--- src/pirq_pkg.sv ---
// Constants, register map and helper functions of the peripheral interrupt enable block.
package pirq_pkg;
    localparam int unsigned ADDR_W = 8;
    localparam int unsigned DATA_W = 32;
    localparam int unsigned REG_W = 8;

    localparam logic [ADDR_W-1:0] PERIPHERAL_IRQ_ENABLE_OFFSET = 8'h8C;
    localparam logic [ADDR_W-1:0] PERIPHERAL_IRQ_FLAGS_OFFSET = 8'h0C;

    localparam int unsigned NV_WRITE_DONE_BIT = 7;
    localparam int unsigned COMPARATOR_BIT = 6;
    localparam int unsigned SERIAL_RX_BIT = 5;
    localparam int unsigned SERIAL_TX_BIT = 4;
    localparam int unsigned UNUSED_BIT = 3;
    localparam int unsigned CAPTURE_COMPARE_BIT = 2;
    localparam int unsigned TIMER_B_MATCH_BIT = 1;
    localparam int unsigned TIMER_A_OVERFLOW_BIT = 0;

    localparam logic [REG_W-1:0] ENABLE_RESET = 8'h00;
    localparam logic [REG_W-1:0] FLAGS_RESET = 8'h00;
    localparam logic [REG_W-1:0] IMPL_MASK = 8'hF7;
    localparam logic [REG_W-1:0] LATCHED_MASK = 8'hC7;
    localparam logic [REG_W-1:0] LEVEL_MASK = 8'h30;
    localparam logic [DATA_W-1:0] READ_ZERO = 32'h0000_0000;

    typedef enum logic {
        BUS_IDLE,
        BUS_ACK
    } bus_state_type;

    // True when a byte address selects the given register.
    function automatic logic reg_hit(input logic [ADDR_W-1:0] addr, input logic [ADDR_W-1:0] offset);
        reg_hit = (addr == offset);
    endfunction

    // Widens an 8-bit register image into the low bits of a bus word.
    function automatic logic [DATA_W-1:0] to_word(input logic [REG_W-1:0] value);
        to_word = {{(DATA_W-REG_W){1'b0}}, value};
    endfunction
endpackage

--- src/reg_link_if.sv ---
// Carrier between the bus slave, the flag bank and the top of the interrupt enable block.
`timescale 1ns/1ps
`default_nettype none
interface reg_link_if;
    logic wr_commit;
    logic [pirq_pkg::ADDR_W-1:0] addr;
    logic [pirq_pkg::REG_W-1:0] wdata;
    logic [pirq_pkg::DATA_W-1:0] rd_value;
    logic [pirq_pkg::REG_W-1:0] flag_clr;
    logic [pirq_pkg::REG_W-1:0] flags;

    modport slave (output wr_commit, output addr, output wdata, input rd_value);
    modport core (input wr_commit, input addr, input wdata, output rd_value, output flag_clr, input flags);
    modport bank (input flag_clr, output flags);
endinterface
`default_nettype wire

--- src/peripheral_irq_enable_gating.sv ---
// Top of the peripheral interrupt enable block with flag gating and the bus slave.
//
// The Avalon-MM register port was left to the implementer.
`timescale 1ns/1ps
`default_nettype none
module peripheral_irq_enable_gating (
    input wire logic clk_sys_i,
    input wire logic nrst_i,
    input wire logic ce_i,
    input wire logic [pirq_pkg::ADDR_W-1:0] avs_address_i,
    input wire logic avs_read_i,
    input wire logic avs_write_i,
    input wire logic [pirq_pkg::DATA_W-1:0] avs_writedata_i,
    output logic [pirq_pkg::DATA_W-1:0] avs_readdata_o,
    output logic avs_waitrequest_o,
    input wire logic [pirq_pkg::REG_W-1:0] event_i,
    input wire logic serial_rx_full_i,
    input wire logic serial_tx_empty_i,
    output logic [pirq_pkg::REG_W-1:0] peripheral_irq_enable_o,
    output logic [pirq_pkg::REG_W-1:0] peripheral_irq_flags_o,
    output logic irq_o
);
    import pirq_pkg::*;

    reg_link_if link ();

    logic [REG_W-1:0] peripheral_irq_enable_r;
    logic [REG_W-1:0] peripheral_irq_enable_nxt;
    logic irq_r;
    logic irq_nxt;
    logic [REG_W-1:0] flags_shadow_r;

    pirq_avalon_slave u_slave (
        .clk_sys_i(clk_sys_i),
        .nrst_i(nrst_i),
        .ce_i(ce_i),
        .avs_address_i(avs_address_i),
        .avs_read_i(avs_read_i),
        .avs_write_i(avs_write_i),
        .avs_writedata_i(avs_writedata_i),
        .avs_readdata_o(avs_readdata_o),
        .avs_waitrequest_o(avs_waitrequest_o),
        .link(link.slave)
    );

    pirq_flag_bank u_flags (
        .clk_sys_i(clk_sys_i),
        .nrst_i(nrst_i),
        .ce_i(ce_i),
        .event_i(event_i),
        .serial_rx_full_i(serial_rx_full_i),
        .serial_tx_empty_i(serial_tx_empty_i),
        .link(link.bank)
    );

    // Read mux: unmapped addresses read as zero, bit 3 always zero.
    always_comb begin
        if (reg_hit(link.addr, PERIPHERAL_IRQ_ENABLE_OFFSET)) begin
            link.rd_value = to_word(peripheral_irq_enable_r & IMPL_MASK);
        end else if (reg_hit(link.addr, PERIPHERAL_IRQ_FLAGS_OFFSET)) begin
            link.rd_value = to_word(link.flags & IMPL_MASK);
        end else begin
            link.rd_value = READ_ZERO;
        end
    end

    // Writing a one to a latched flag clears it; apart from reset, nothing else clears it.
    always_comb begin
        if (link.wr_commit && reg_hit(link.addr, PERIPHERAL_IRQ_FLAGS_OFFSET)) begin
            link.flag_clr = link.wdata & LATCHED_MASK;
        end else begin
            link.flag_clr = '0;
        end
    end

    // Enable register write and the gated interrupt level.
    always_comb begin
        peripheral_irq_enable_nxt = peripheral_irq_enable_r;
        if (link.wr_commit && reg_hit(link.addr, PERIPHERAL_IRQ_ENABLE_OFFSET)) begin
            peripheral_irq_enable_nxt = link.wdata & IMPL_MASK;
        end
        irq_nxt = |(link.flags & peripheral_irq_enable_r & IMPL_MASK);
    end

    always_ff @(posedge clk_sys_i or negedge nrst_i) begin
        if (!nrst_i) begin
            peripheral_irq_enable_r <= ENABLE_RESET;
            irq_r <= 1'b0;
            flags_shadow_r <= FLAGS_RESET;
        end else if (ce_i) begin
            peripheral_irq_enable_r <= peripheral_irq_enable_nxt;
            irq_r <= irq_nxt;
            flags_shadow_r <= link.flags;
        end
    end

    assign peripheral_irq_enable_o = peripheral_irq_enable_r;
    assign peripheral_irq_flags_o = flags_shadow_r;
    assign irq_o = irq_r;
endmodule
`default_nettype wire

--- src/pirq_avalon_slave.sv ---
// Avalon-MM slave with one wait cycle that hands register accesses to the block.
`timescale 1ns/1ps
`default_nettype none
module pirq_avalon_slave (
    input wire logic clk_sys_i,
    input wire logic nrst_i,
    input wire logic ce_i,
    input wire logic [pirq_pkg::ADDR_W-1:0] avs_address_i,
    input wire logic avs_read_i,
    input wire logic avs_write_i,
    input wire logic [pirq_pkg::DATA_W-1:0] avs_writedata_i,
    output logic [pirq_pkg::DATA_W-1:0] avs_readdata_o,
    output logic avs_waitrequest_o,
    reg_link_if.slave link
);
    import pirq_pkg::*;

    bus_state_type state_r;
    bus_state_type state_nxt;
    logic [DATA_W-1:0] rdata_r;
    logic [DATA_W-1:0] rdata_nxt;
    logic wait_r;
    logic wait_nxt;

    assign link.addr = avs_address_i;
    assign link.wdata = avs_writedata_i[REG_W-1:0];
    assign link.wr_commit = ce_i && avs_write_i && (state_r == BUS_ACK);
    assign avs_readdata_o = rdata_r;
    assign avs_waitrequest_o = wait_r;

    always_comb begin
        state_nxt = state_r;
        rdata_nxt = rdata_r;
        case (state_r)
            BUS_IDLE: begin
                if (avs_read_i || avs_write_i) begin
                    state_nxt = BUS_ACK;
                    rdata_nxt = avs_read_i ? link.rd_value : READ_ZERO;
                end
            end
            BUS_ACK: begin
                state_nxt = BUS_IDLE;
            end
            default: begin
                state_nxt = BUS_IDLE;
            end
        endcase
        // Waitrequest comes from its own flop so the port is glitch free.
        wait_nxt = (state_nxt != BUS_ACK);
    end

    always_ff @(posedge clk_sys_i or negedge nrst_i) begin
        if (!nrst_i) begin
            state_r <= BUS_IDLE;
            rdata_r <= READ_ZERO;
            wait_r <= 1'b1;
        end else if (ce_i) begin
            state_r <= state_nxt;
            rdata_r <= rdata_nxt;
            wait_r <= wait_nxt;
        end
    end
endmodule
`default_nettype wire

--- src/pirq_flag_bank.sv ---
// Companion flag register: latched event flags and live buffer-state flags.
`timescale 1ns/1ps
`default_nettype none
module pirq_flag_bank (
    input wire logic clk_sys_i,
    input wire logic nrst_i,
    input wire logic ce_i,
    input wire logic [pirq_pkg::REG_W-1:0] event_i,
    input wire logic serial_rx_full_i,
    input wire logic serial_tx_empty_i,
    reg_link_if.bank link
);
    import pirq_pkg::*;

    logic [REG_W-1:0] flags_r;
    logic [REG_W-1:0] flags_nxt;
    logic [REG_W-1:0] level_now;

    assign link.flags = flags_r;

    always_comb begin
        level_now = '0;
        level_now[SERIAL_RX_BIT] = serial_rx_full_i;
        level_now[SERIAL_TX_BIT] = serial_tx_empty_i;
        // Events set flags regardless of the interrupt enable, but only while ce_i is high; a set in the clearing cycle wins.
        flags_nxt = (((flags_r & ~link.flag_clr) | event_i) & LATCHED_MASK) | (level_now & LEVEL_MASK);
    end

    always_ff @(posedge clk_sys_i or negedge nrst_i) begin
        if (!nrst_i) begin
            flags_r <= FLAGS_RESET;
        end else if (ce_i) begin
            flags_r <= flags_nxt;
        end
    end
endmodule
`default_nettype wire

--- config.mk ---
export PLATFORM = sky130hd
export DESIGN_NAME = peripheral_irq_enable_gating
export DESIGN_NICKNAME = d
export VERILOG_FILES = /design/src/pirq_pkg.sv /design/src/reg_link_if.sv /design/src/peripheral_irq_enable_gating.sv /design/src/pirq_avalon_slave.sv /design/src/pirq_flag_bank.sv
export SDC_FILE = /design/constraint.sdc
export NUM_CORES = 1
export LEC_CHECK = 0
export BUFFER_PORTS_ARGS = -buffer_cell sky130_fd_sc_hd__buf_2
export CAP_MARGIN = 15
export CORE_UTILIZATION = 45
export DETAILED_ROUTE_END_ITERATION = 10
export GPL_TIMING_DRIVEN = 0
export PLACE_DENSITY = 0.87
export SKIP_LAST_GASP = 1
export SLEW_MARGIN = 25
export SYNTH_ARGS = -nofsm -noshare
export SYNTH_HDL_FRONTEND = slang
export SYNTH_SLANG_ARGS = --single-unit
--- constraint.sdc ---
create_clock -name clk_sys_i -period 2.4 [get_ports clk_sys_i]
set_input_delay 0.24 -clock clk_sys_i [delete_from_list [all_inputs] [get_ports clk_sys_i]]
set_output_delay 0.24 -clock clk_sys_i [all_outputs]
set_load 0.1 [all_outputs]
==> metrics.cfg, run 1 <==
[power]
power_uw=1250
peakVddDrop_mv=0.351
power_density_nw_per_um2=614
p_leak_uw=0.00107

[synthesis]
synth-adder-area-share=0
synth_seq_cells=31
synth_xor_area_frac=0
synth_cell_type_count=26
yosysSeqAreaShare=0.493
avgSynthCellArea_um2=12.1
yosysWarnings=0
synth_compound_area_frac=0.101
synthCells=130
yosys-mux-area-fraction=0.175
synth_top_family_by_area=multiplexers
netlist_area_um2=1580
synthSimpleGateAreaFrac=0.0754

[detailed_routing]
drc=0
finalWirelength_mm=3.10
drt_pre_antenna_iters=5
wire_per_inst_um=12.0
vias_per_cell=4.64
num_vias=1203
drt_iter0_drc=21
detail-route-antenna-nets=0

[global_routing]
grt_pass1_vias=1112
gr-total-overflow=0
grt_pass1_wl_mm=4.94
grt_max_degree=32
antenna_found_initial=0
grt_usage=0.189

[sta]
final-hold-violation-count=0
report.final.slew_viol_count=0
max_freq_mhz=578
relSlewSlack=0.543
layout_min_cycle_time_ns=1.73
timing.setup.tns_ns=0
setup_viol=0
rsz0062_at_grt=false
tightest_slew_ns=0.682
whs_ns=0.114
clock_skew_ns=0.00806
fin_crit_sh=0.721

[floorplanning]
start_util=0.472
io_pins=105
core_um2=3340
die_w_um=61.2
die_y_um=61.2
dieArea_um2=3740
core.rowCount=21

[critical_path]
crit_path_max_fanout=7
crit_top_cell=buf_2
worst_path_max_delay_cell=or4b_1
criticalPathCategory=input port to flip-flop
slowest_delay_ns=0.50
worst_ep_required_time_ns=2.61
worst-path-buf-inv=3
worst_setup_path_end_kind=flip-flop
crit_chain=buf_2 -> or4b_1 -> buf_2 -> or4_4 -> buf_6 -> mux2_4
crit_arrival_ns=1.94
crit_path_start_kind=input port
critPathTopFamily=simple AND/OR/NAND/NOR gates

[placement]
dp_cells=251
io_buffers=49
hpwlAfterDp_mm=2.47
gp_congestion=0.880

[layout]
n_antenna_cell=0
finalNonFillerCells=259
finish.net_count=268
final_common_cell=buf_2
fillers=289
layout_common_cells=buf_2, dfrtp_1, buf_4, conb_1, nand2_1
fin_util=0.612
syn_to_final_growth_pct=29.6
layout-drive-gt1-share=0.484

[clocking]
numCtsBuffers=5
clock_latency_ns=0.33
cts_hold_buf=1
cts_tree=done
post-cts-setup-buffers=0
cts_sinks=31
clock_path_buffers=2
cts_root_buf=clkbuf_4
cts.clk_slew.worst_paths_ns=0.09
htree_levels=2
cts_resized=0

[job]
maxCapViolations=0

[outcome]
outcome=complete, no violations

[hold_path]
hold_class=input port to flip-flop

synth_stat cells:
cell       count  area [um2]
nand2_1       11        41.3
o41ai_1        5        43.8
o2bb2ai_1      7        61.3
buf_2          1        5.00
nor2_1         1        3.75
clkbuf_1       3        11.3
a22oi_1        2        15.0
a41oi_1        1        8.76
mux2_4         7         105
buf_6          1        11.3
or4b_1         2        20.0
conb_1         1        3.75
dfrtp_1       30         751
nand2b_1       5        31.3
buf_1          1        3.75
o21a_1         1        7.51
nand4bb_1      1        11.3
o21ai_0        1        5.00
inv_1          2        7.51
dfstp_2        1        26.3
mux2i_1        7        70.1
a222oi_1       1        10.0
buf_4         27         203
o211ai_1       1        7.51
mux2_2         9         101
or4_4          1        11.3
path summary, 6_finish.rpt:
| kind | startpoint | to | cells after the start | slack [ns] |
|---|---|---|---|---|
| max | avs_address_i[5] | peripheral_irq_enable_o[0]$_DFFE_PN0P_ | 6 | 0.67 |
| min | event_i[6] | u_flags.link.flags[6]$_DFFE_PN0P_ | 3 | 0.11 |
| max reg2reg | u_slave.state_r$_DFFE_PN0P_ | peripheral_irq_enable_o[0]$_DFFE_PN0P_ | 4 | 0.88 |
| min reg2reg | u_slave.avs_readdata_o[1]$_DFFE_PN0P_ | u_slave.avs_readdata_o[1]$_DFFE_PN0P_ | 1 | 0.49 |
| max in group asynchronous | nrst_i | peripheral_irq_flags_o[0]$_DFFE_PN0P_ | 2 | 1.49 |
| min in group asynchronous | nrst_i | u_slave.avs_readdata_o[5]$_DFFE_PN0P_ | 2 | 0.48 |
tightest hold or removal path, stage by stage:
cell and delay [ns]:
buf_2 0.07, nand2_1 0.04, nand2_1 0.05
final cells by class:
cell class | count | area, um2 | share of cell area
flip-flops and latches | 31 | 777 | 0.380
multi-input cells | 90 | 656 | 0.321
repair buffers | 50 | 255 | 0.125
plain buffers | 33 | 234 | 0.115
well taps | 46 | 57.6 | 0.0282
clock buffers | 6 | 51.3 | 0.0251
inverters | 2 | 7.51 | 0.00367
clock inverters | 1 | 5.00 | 0.00245
flip-flops by register name (all words and copies together) (netlist names):
name                       cells
irq_o                          1
peripheral_irq_enable_o        7
peripheral_irq_flags_o         7
u_flags.link.flags             7
u_slave.avs_readdata_o         7
u_slave.avs_waitrequest_o      1
u_slave.state_r                1
cell families (layout without fill, tap and decap cells):
group	Yosys count	after routing
flip-flops	31	31
multiplexers	23	23
other	1	27
AND/OR/NAND/NOR	21	21
AO/OA/AOI/OAI	19	19
buffers and inverters	35	92
through the flow:
step | setup slack [ns] | area, um2
final | 0.671 | 2040
after global routing | 0.629 | 2040
after CTS | 0.680 | 2040
after detailed placement | 0.324 | 1980
after global placement | 0.314 | 1980
after floorplan | 0.473 | 1670
routing by layer:
metal | GRT usage | wire length, um | up-vias
met5 | 0 | 0 | -
met4 | 0.117 | 91 | 0
met3 | 0.0588 | 206 | 12
met2 | 0.317 | 1530 | 50
met1 | 0.209 | 1270 | 565
li1 | - | - | 576
report_power, final:
part           total, uW  switching [uW]  internal (uW)
Clock                301             166            135
Sequential           553            12.7            540
Combinational        399             320           79.6
Power figures use the tool's default switching activity.
==> inputs of run 2 (changes only) <==
--- a/config.mk
+++ b/config.mk
@@ -7,10 +7,10 @@
 export LEC_CHECK = 0
 export BUFFER_PORTS_ARGS = -buffer_cell sky130_fd_sc_hd__buf_2
 export CAP_MARGIN = 15
-export CORE_UTILIZATION = 45
+export CORE_UTILIZATION = 37
 export DETAILED_ROUTE_END_ITERATION = 10
 export GPL_TIMING_DRIVEN = 0
-export PLACE_DENSITY = 0.87
+export PLACE_DENSITY = 0.77
 export SKIP_LAST_GASP = 1
 export SLEW_MARGIN = 25
 export SYNTH_ARGS = -nofsm -noshare
==> constraint.sdc (replaced) <==
create_clock -name clk_sys_i -period 1.5 [get_ports clk_sys_i]
set_input_delay 0.15 -clock clk_sys_i [delete_from_list [all_inputs] [get_ports clk_sys_i]]
set_output_delay 0.15 -clock clk_sys_i [all_outputs]
set_load 0.1 [all_outputs]
==> metrics.cfg, run 2 (same netlist as run 1, synthesis figures left out) <==
[hold_path]
hold_class=input port to flip-flop

[floorplanning]
die_w_um=67.3  ; +9.9%
core.rowCount=23  ; +9.5%
start_util=0.389  ; -0.0839
io_pins=105  ; unchanged
core_um2=4060  ; +22%
dieArea_um2=4530  ; +21%
die_y_um=67.3  ; +9.9%

[clocking]
cts_tree=done
htree_levels=2  ; unchanged
clock_path_buffers=2  ; unchanged
clock_latency_ns=0.28  ; -0.05 ns
cts_root_buf=clkbuf_8
cts_sinks=31  ; unchanged
numCtsBuffers=5  ; unchanged
cts.clk_slew.worst_paths_ns=0.06  ; -0.03 ns

[placement]
dp_cells=255  ; +1.6%
place_ws_ns=-0.490  ; -0.814 ns
postPlaceCellArea_um2=2010  ; +1.9%
hpwlAfterDp_mm=2.61  ; +5.8%
io_buffers=49  ; unchanged
gp_congestion=0.732  ; -17%

[layout]
final_common_cell=buf_2
fillers=367  ; +27%
syn_to_final_growth_pct=39.8
layout_common_cells=buf_2, buf_4, dfrtp_1
layout-drive-gt1-share=0.542  ; +0.0585
design_area_um2=2200  ; +7.8%
finalNonFillerCells=264  ; +1.9%
n_antenna_cell=0  ; unchanged
finish.net_count=269  ; +0.37%

[power]
p_leak_uw=0.00112  ; +4.9%
peakVddDrop_mv=0.473  ; +35%
power_density_nw_per_um2=1060  ; +72%
power_uw=2330  ; +86%

[detailed_routing]
vias_per_cell=4.52  ; -2.7%
drt_pre_antenna_iters=4  ; -1
detail-route-antenna-nets=0  ; unchanged
num_vias=1193  ; -0.83%
finalWirelength_mm=3.63  ; +17%
drc=0  ; unchanged
drt_iter0_drc=38  ; +81%
wire_per_inst_um=13.7  ; +15%

[critical_path]
worst_path_max_delay_cell=or4_4
worst_ep_required_time_ns=1.66  ; -0.95 ns
crit_path_start_kind=input port
critPathTopFamily=simple AND/OR/NAND/NOR gates
slowest_delay_ns=0.61  ; +0.11 ns
crit_path_max_fanout=7  ; unchanged
crit_chain=buf_6 -> or4b_4 -> or4_4 -> mux2_4
criticalPathCategory=input port to flip-flop
worst-path-buf-inv=1  ; -2
crit_arrival_ns=1.72  ; -0.22 ns
worst_setup_path_end_kind=flip-flop

[sta]
final-hold-violation-count=0  ; unchanged
worst_slack_ns=-0.0526  ; -0.723 ns
relSlewSlack=0.541  ; -0.00272
setup_viol=7  ; +7
fin_crit_sh=1.04
clock_skew_ns=0.00711  ; -0.000945 ns
timing.setup.tns_ns=-0.343  ; -0.343 ns
report.final.slew_viol_count=0  ; unchanged
tightest_slew_ns=0.689  ; +0.00708 ns
rsz0062_at_grt=true
max_freq_mhz=644
layout_min_cycle_time_ns=1.55

[outcome]
violations=setup timing
outcome=complete, but fails checks

[global_routing]
grt_max_degree=32  ; unchanged
grt_usage=0.176  ; -0.0126
antenna_found_initial=0  ; unchanged
grt_pass1_wl_mm=5.63  ; +14%
gr-total-overflow=0  ; unchanged
grt_pass1_vias=1149  ; +3.3%

[job]
maxCapViolations=0  ; unchanged

run 2: layout make-up:
| cell class | instances | area [um2] | area share |
|---|---|---|---|
| tap | 50 | 62.6 | 0.0284 |
| multi-input combinational | 90 | 739 | 0.336 |
| sequential | 31 | 777 | 0.353 |
| timing repair buffer | 53 | 284 | 0.129 |
| clock inverter | 1 | 30.0 | 0.0136 |
| buffer | 31 | 230 | 0.104 |
| clock buffer | 6 | 72.6 | 0.0329 |
| inverter | 2 | 7.51 | 0.00341 |
run 2: path summary, 6_finish.rpt:
| path | startpoint | endpoint | slack, ns | cells past startpoint |
|---|---|---|---|---|
| worst max register to register | u_slave.state_r$_DFFE_PN0P_ | peripheral_irq_enable_o[1]$_DFFE_PN0P_ | 0.01 | 3 |
| max in group asynchronous | nrst_i | u_flags.link.flags[1]$_DFFE_PN0P_ | 0.61 | 2 |
| worst min-delay path | event_i[2] | u_flags.link.flags[2]$_DFFE_PN0P_ | 0.07 | 3 |
| worst min register to register | u_slave.avs_readdata_o[7]$_DFFE_PN0P_ | u_slave.avs_readdata_o[7]$_DFFE_PN0P_ | 0.50 | 1 |
| min in group asynchronous | nrst_i | peripheral_irq_enable_o[6]$_DFFE_PN0P_ | 0.44 | 2 |
| worst max-delay path | avs_address_i[6] | peripheral_irq_enable_o[1]$_DFFE_PN0P_ | -0.05 | 4 |
run 2: power by group:
part           total (uW)  switching [uW]  leakage (uW)  internal [uW]
registers             886            20.5      0.000365            866
logic                 664             526      0.000705            138
clock network         780             294     0.0000513            486
run 2: worst min-delay path, stage by stage:
cell	delay, ns
buf_2	0.08
nand2_1	0.04
nand2_1	0.05
run 2: layer usage:
metal | track usage | vias up | share of wire
li1 | - | 576 | -
met1 | 0.206 | 560 | 0.42
met2 | 0.295 | 52 | 0.49
met3 | 0.0743 | 5 | 0.082
met4 | 0.0479 | 0 | 0.012
met5 | 0 | - | 0
run 2: per-stage QoR:
step                 util  hold WS (ns)
floorplan               -        -0.146
CTS                 0.537        0.0636
global route        0.543        0.0884
global placement    0.496         0.219
detailed placement  0.496         0.232
finish              0.543        0.0704
run 2: what timing repair did:
item | CTS | global route
pin swaps | 4 | 1
resized for setup | 8 | 5
setup buffers | 3 | 0
setup endpoints to repair | 16 | 14
hold endpoints to repair | 30 | 0
cloned | 0 | 0
hold buffers | 1 | 0
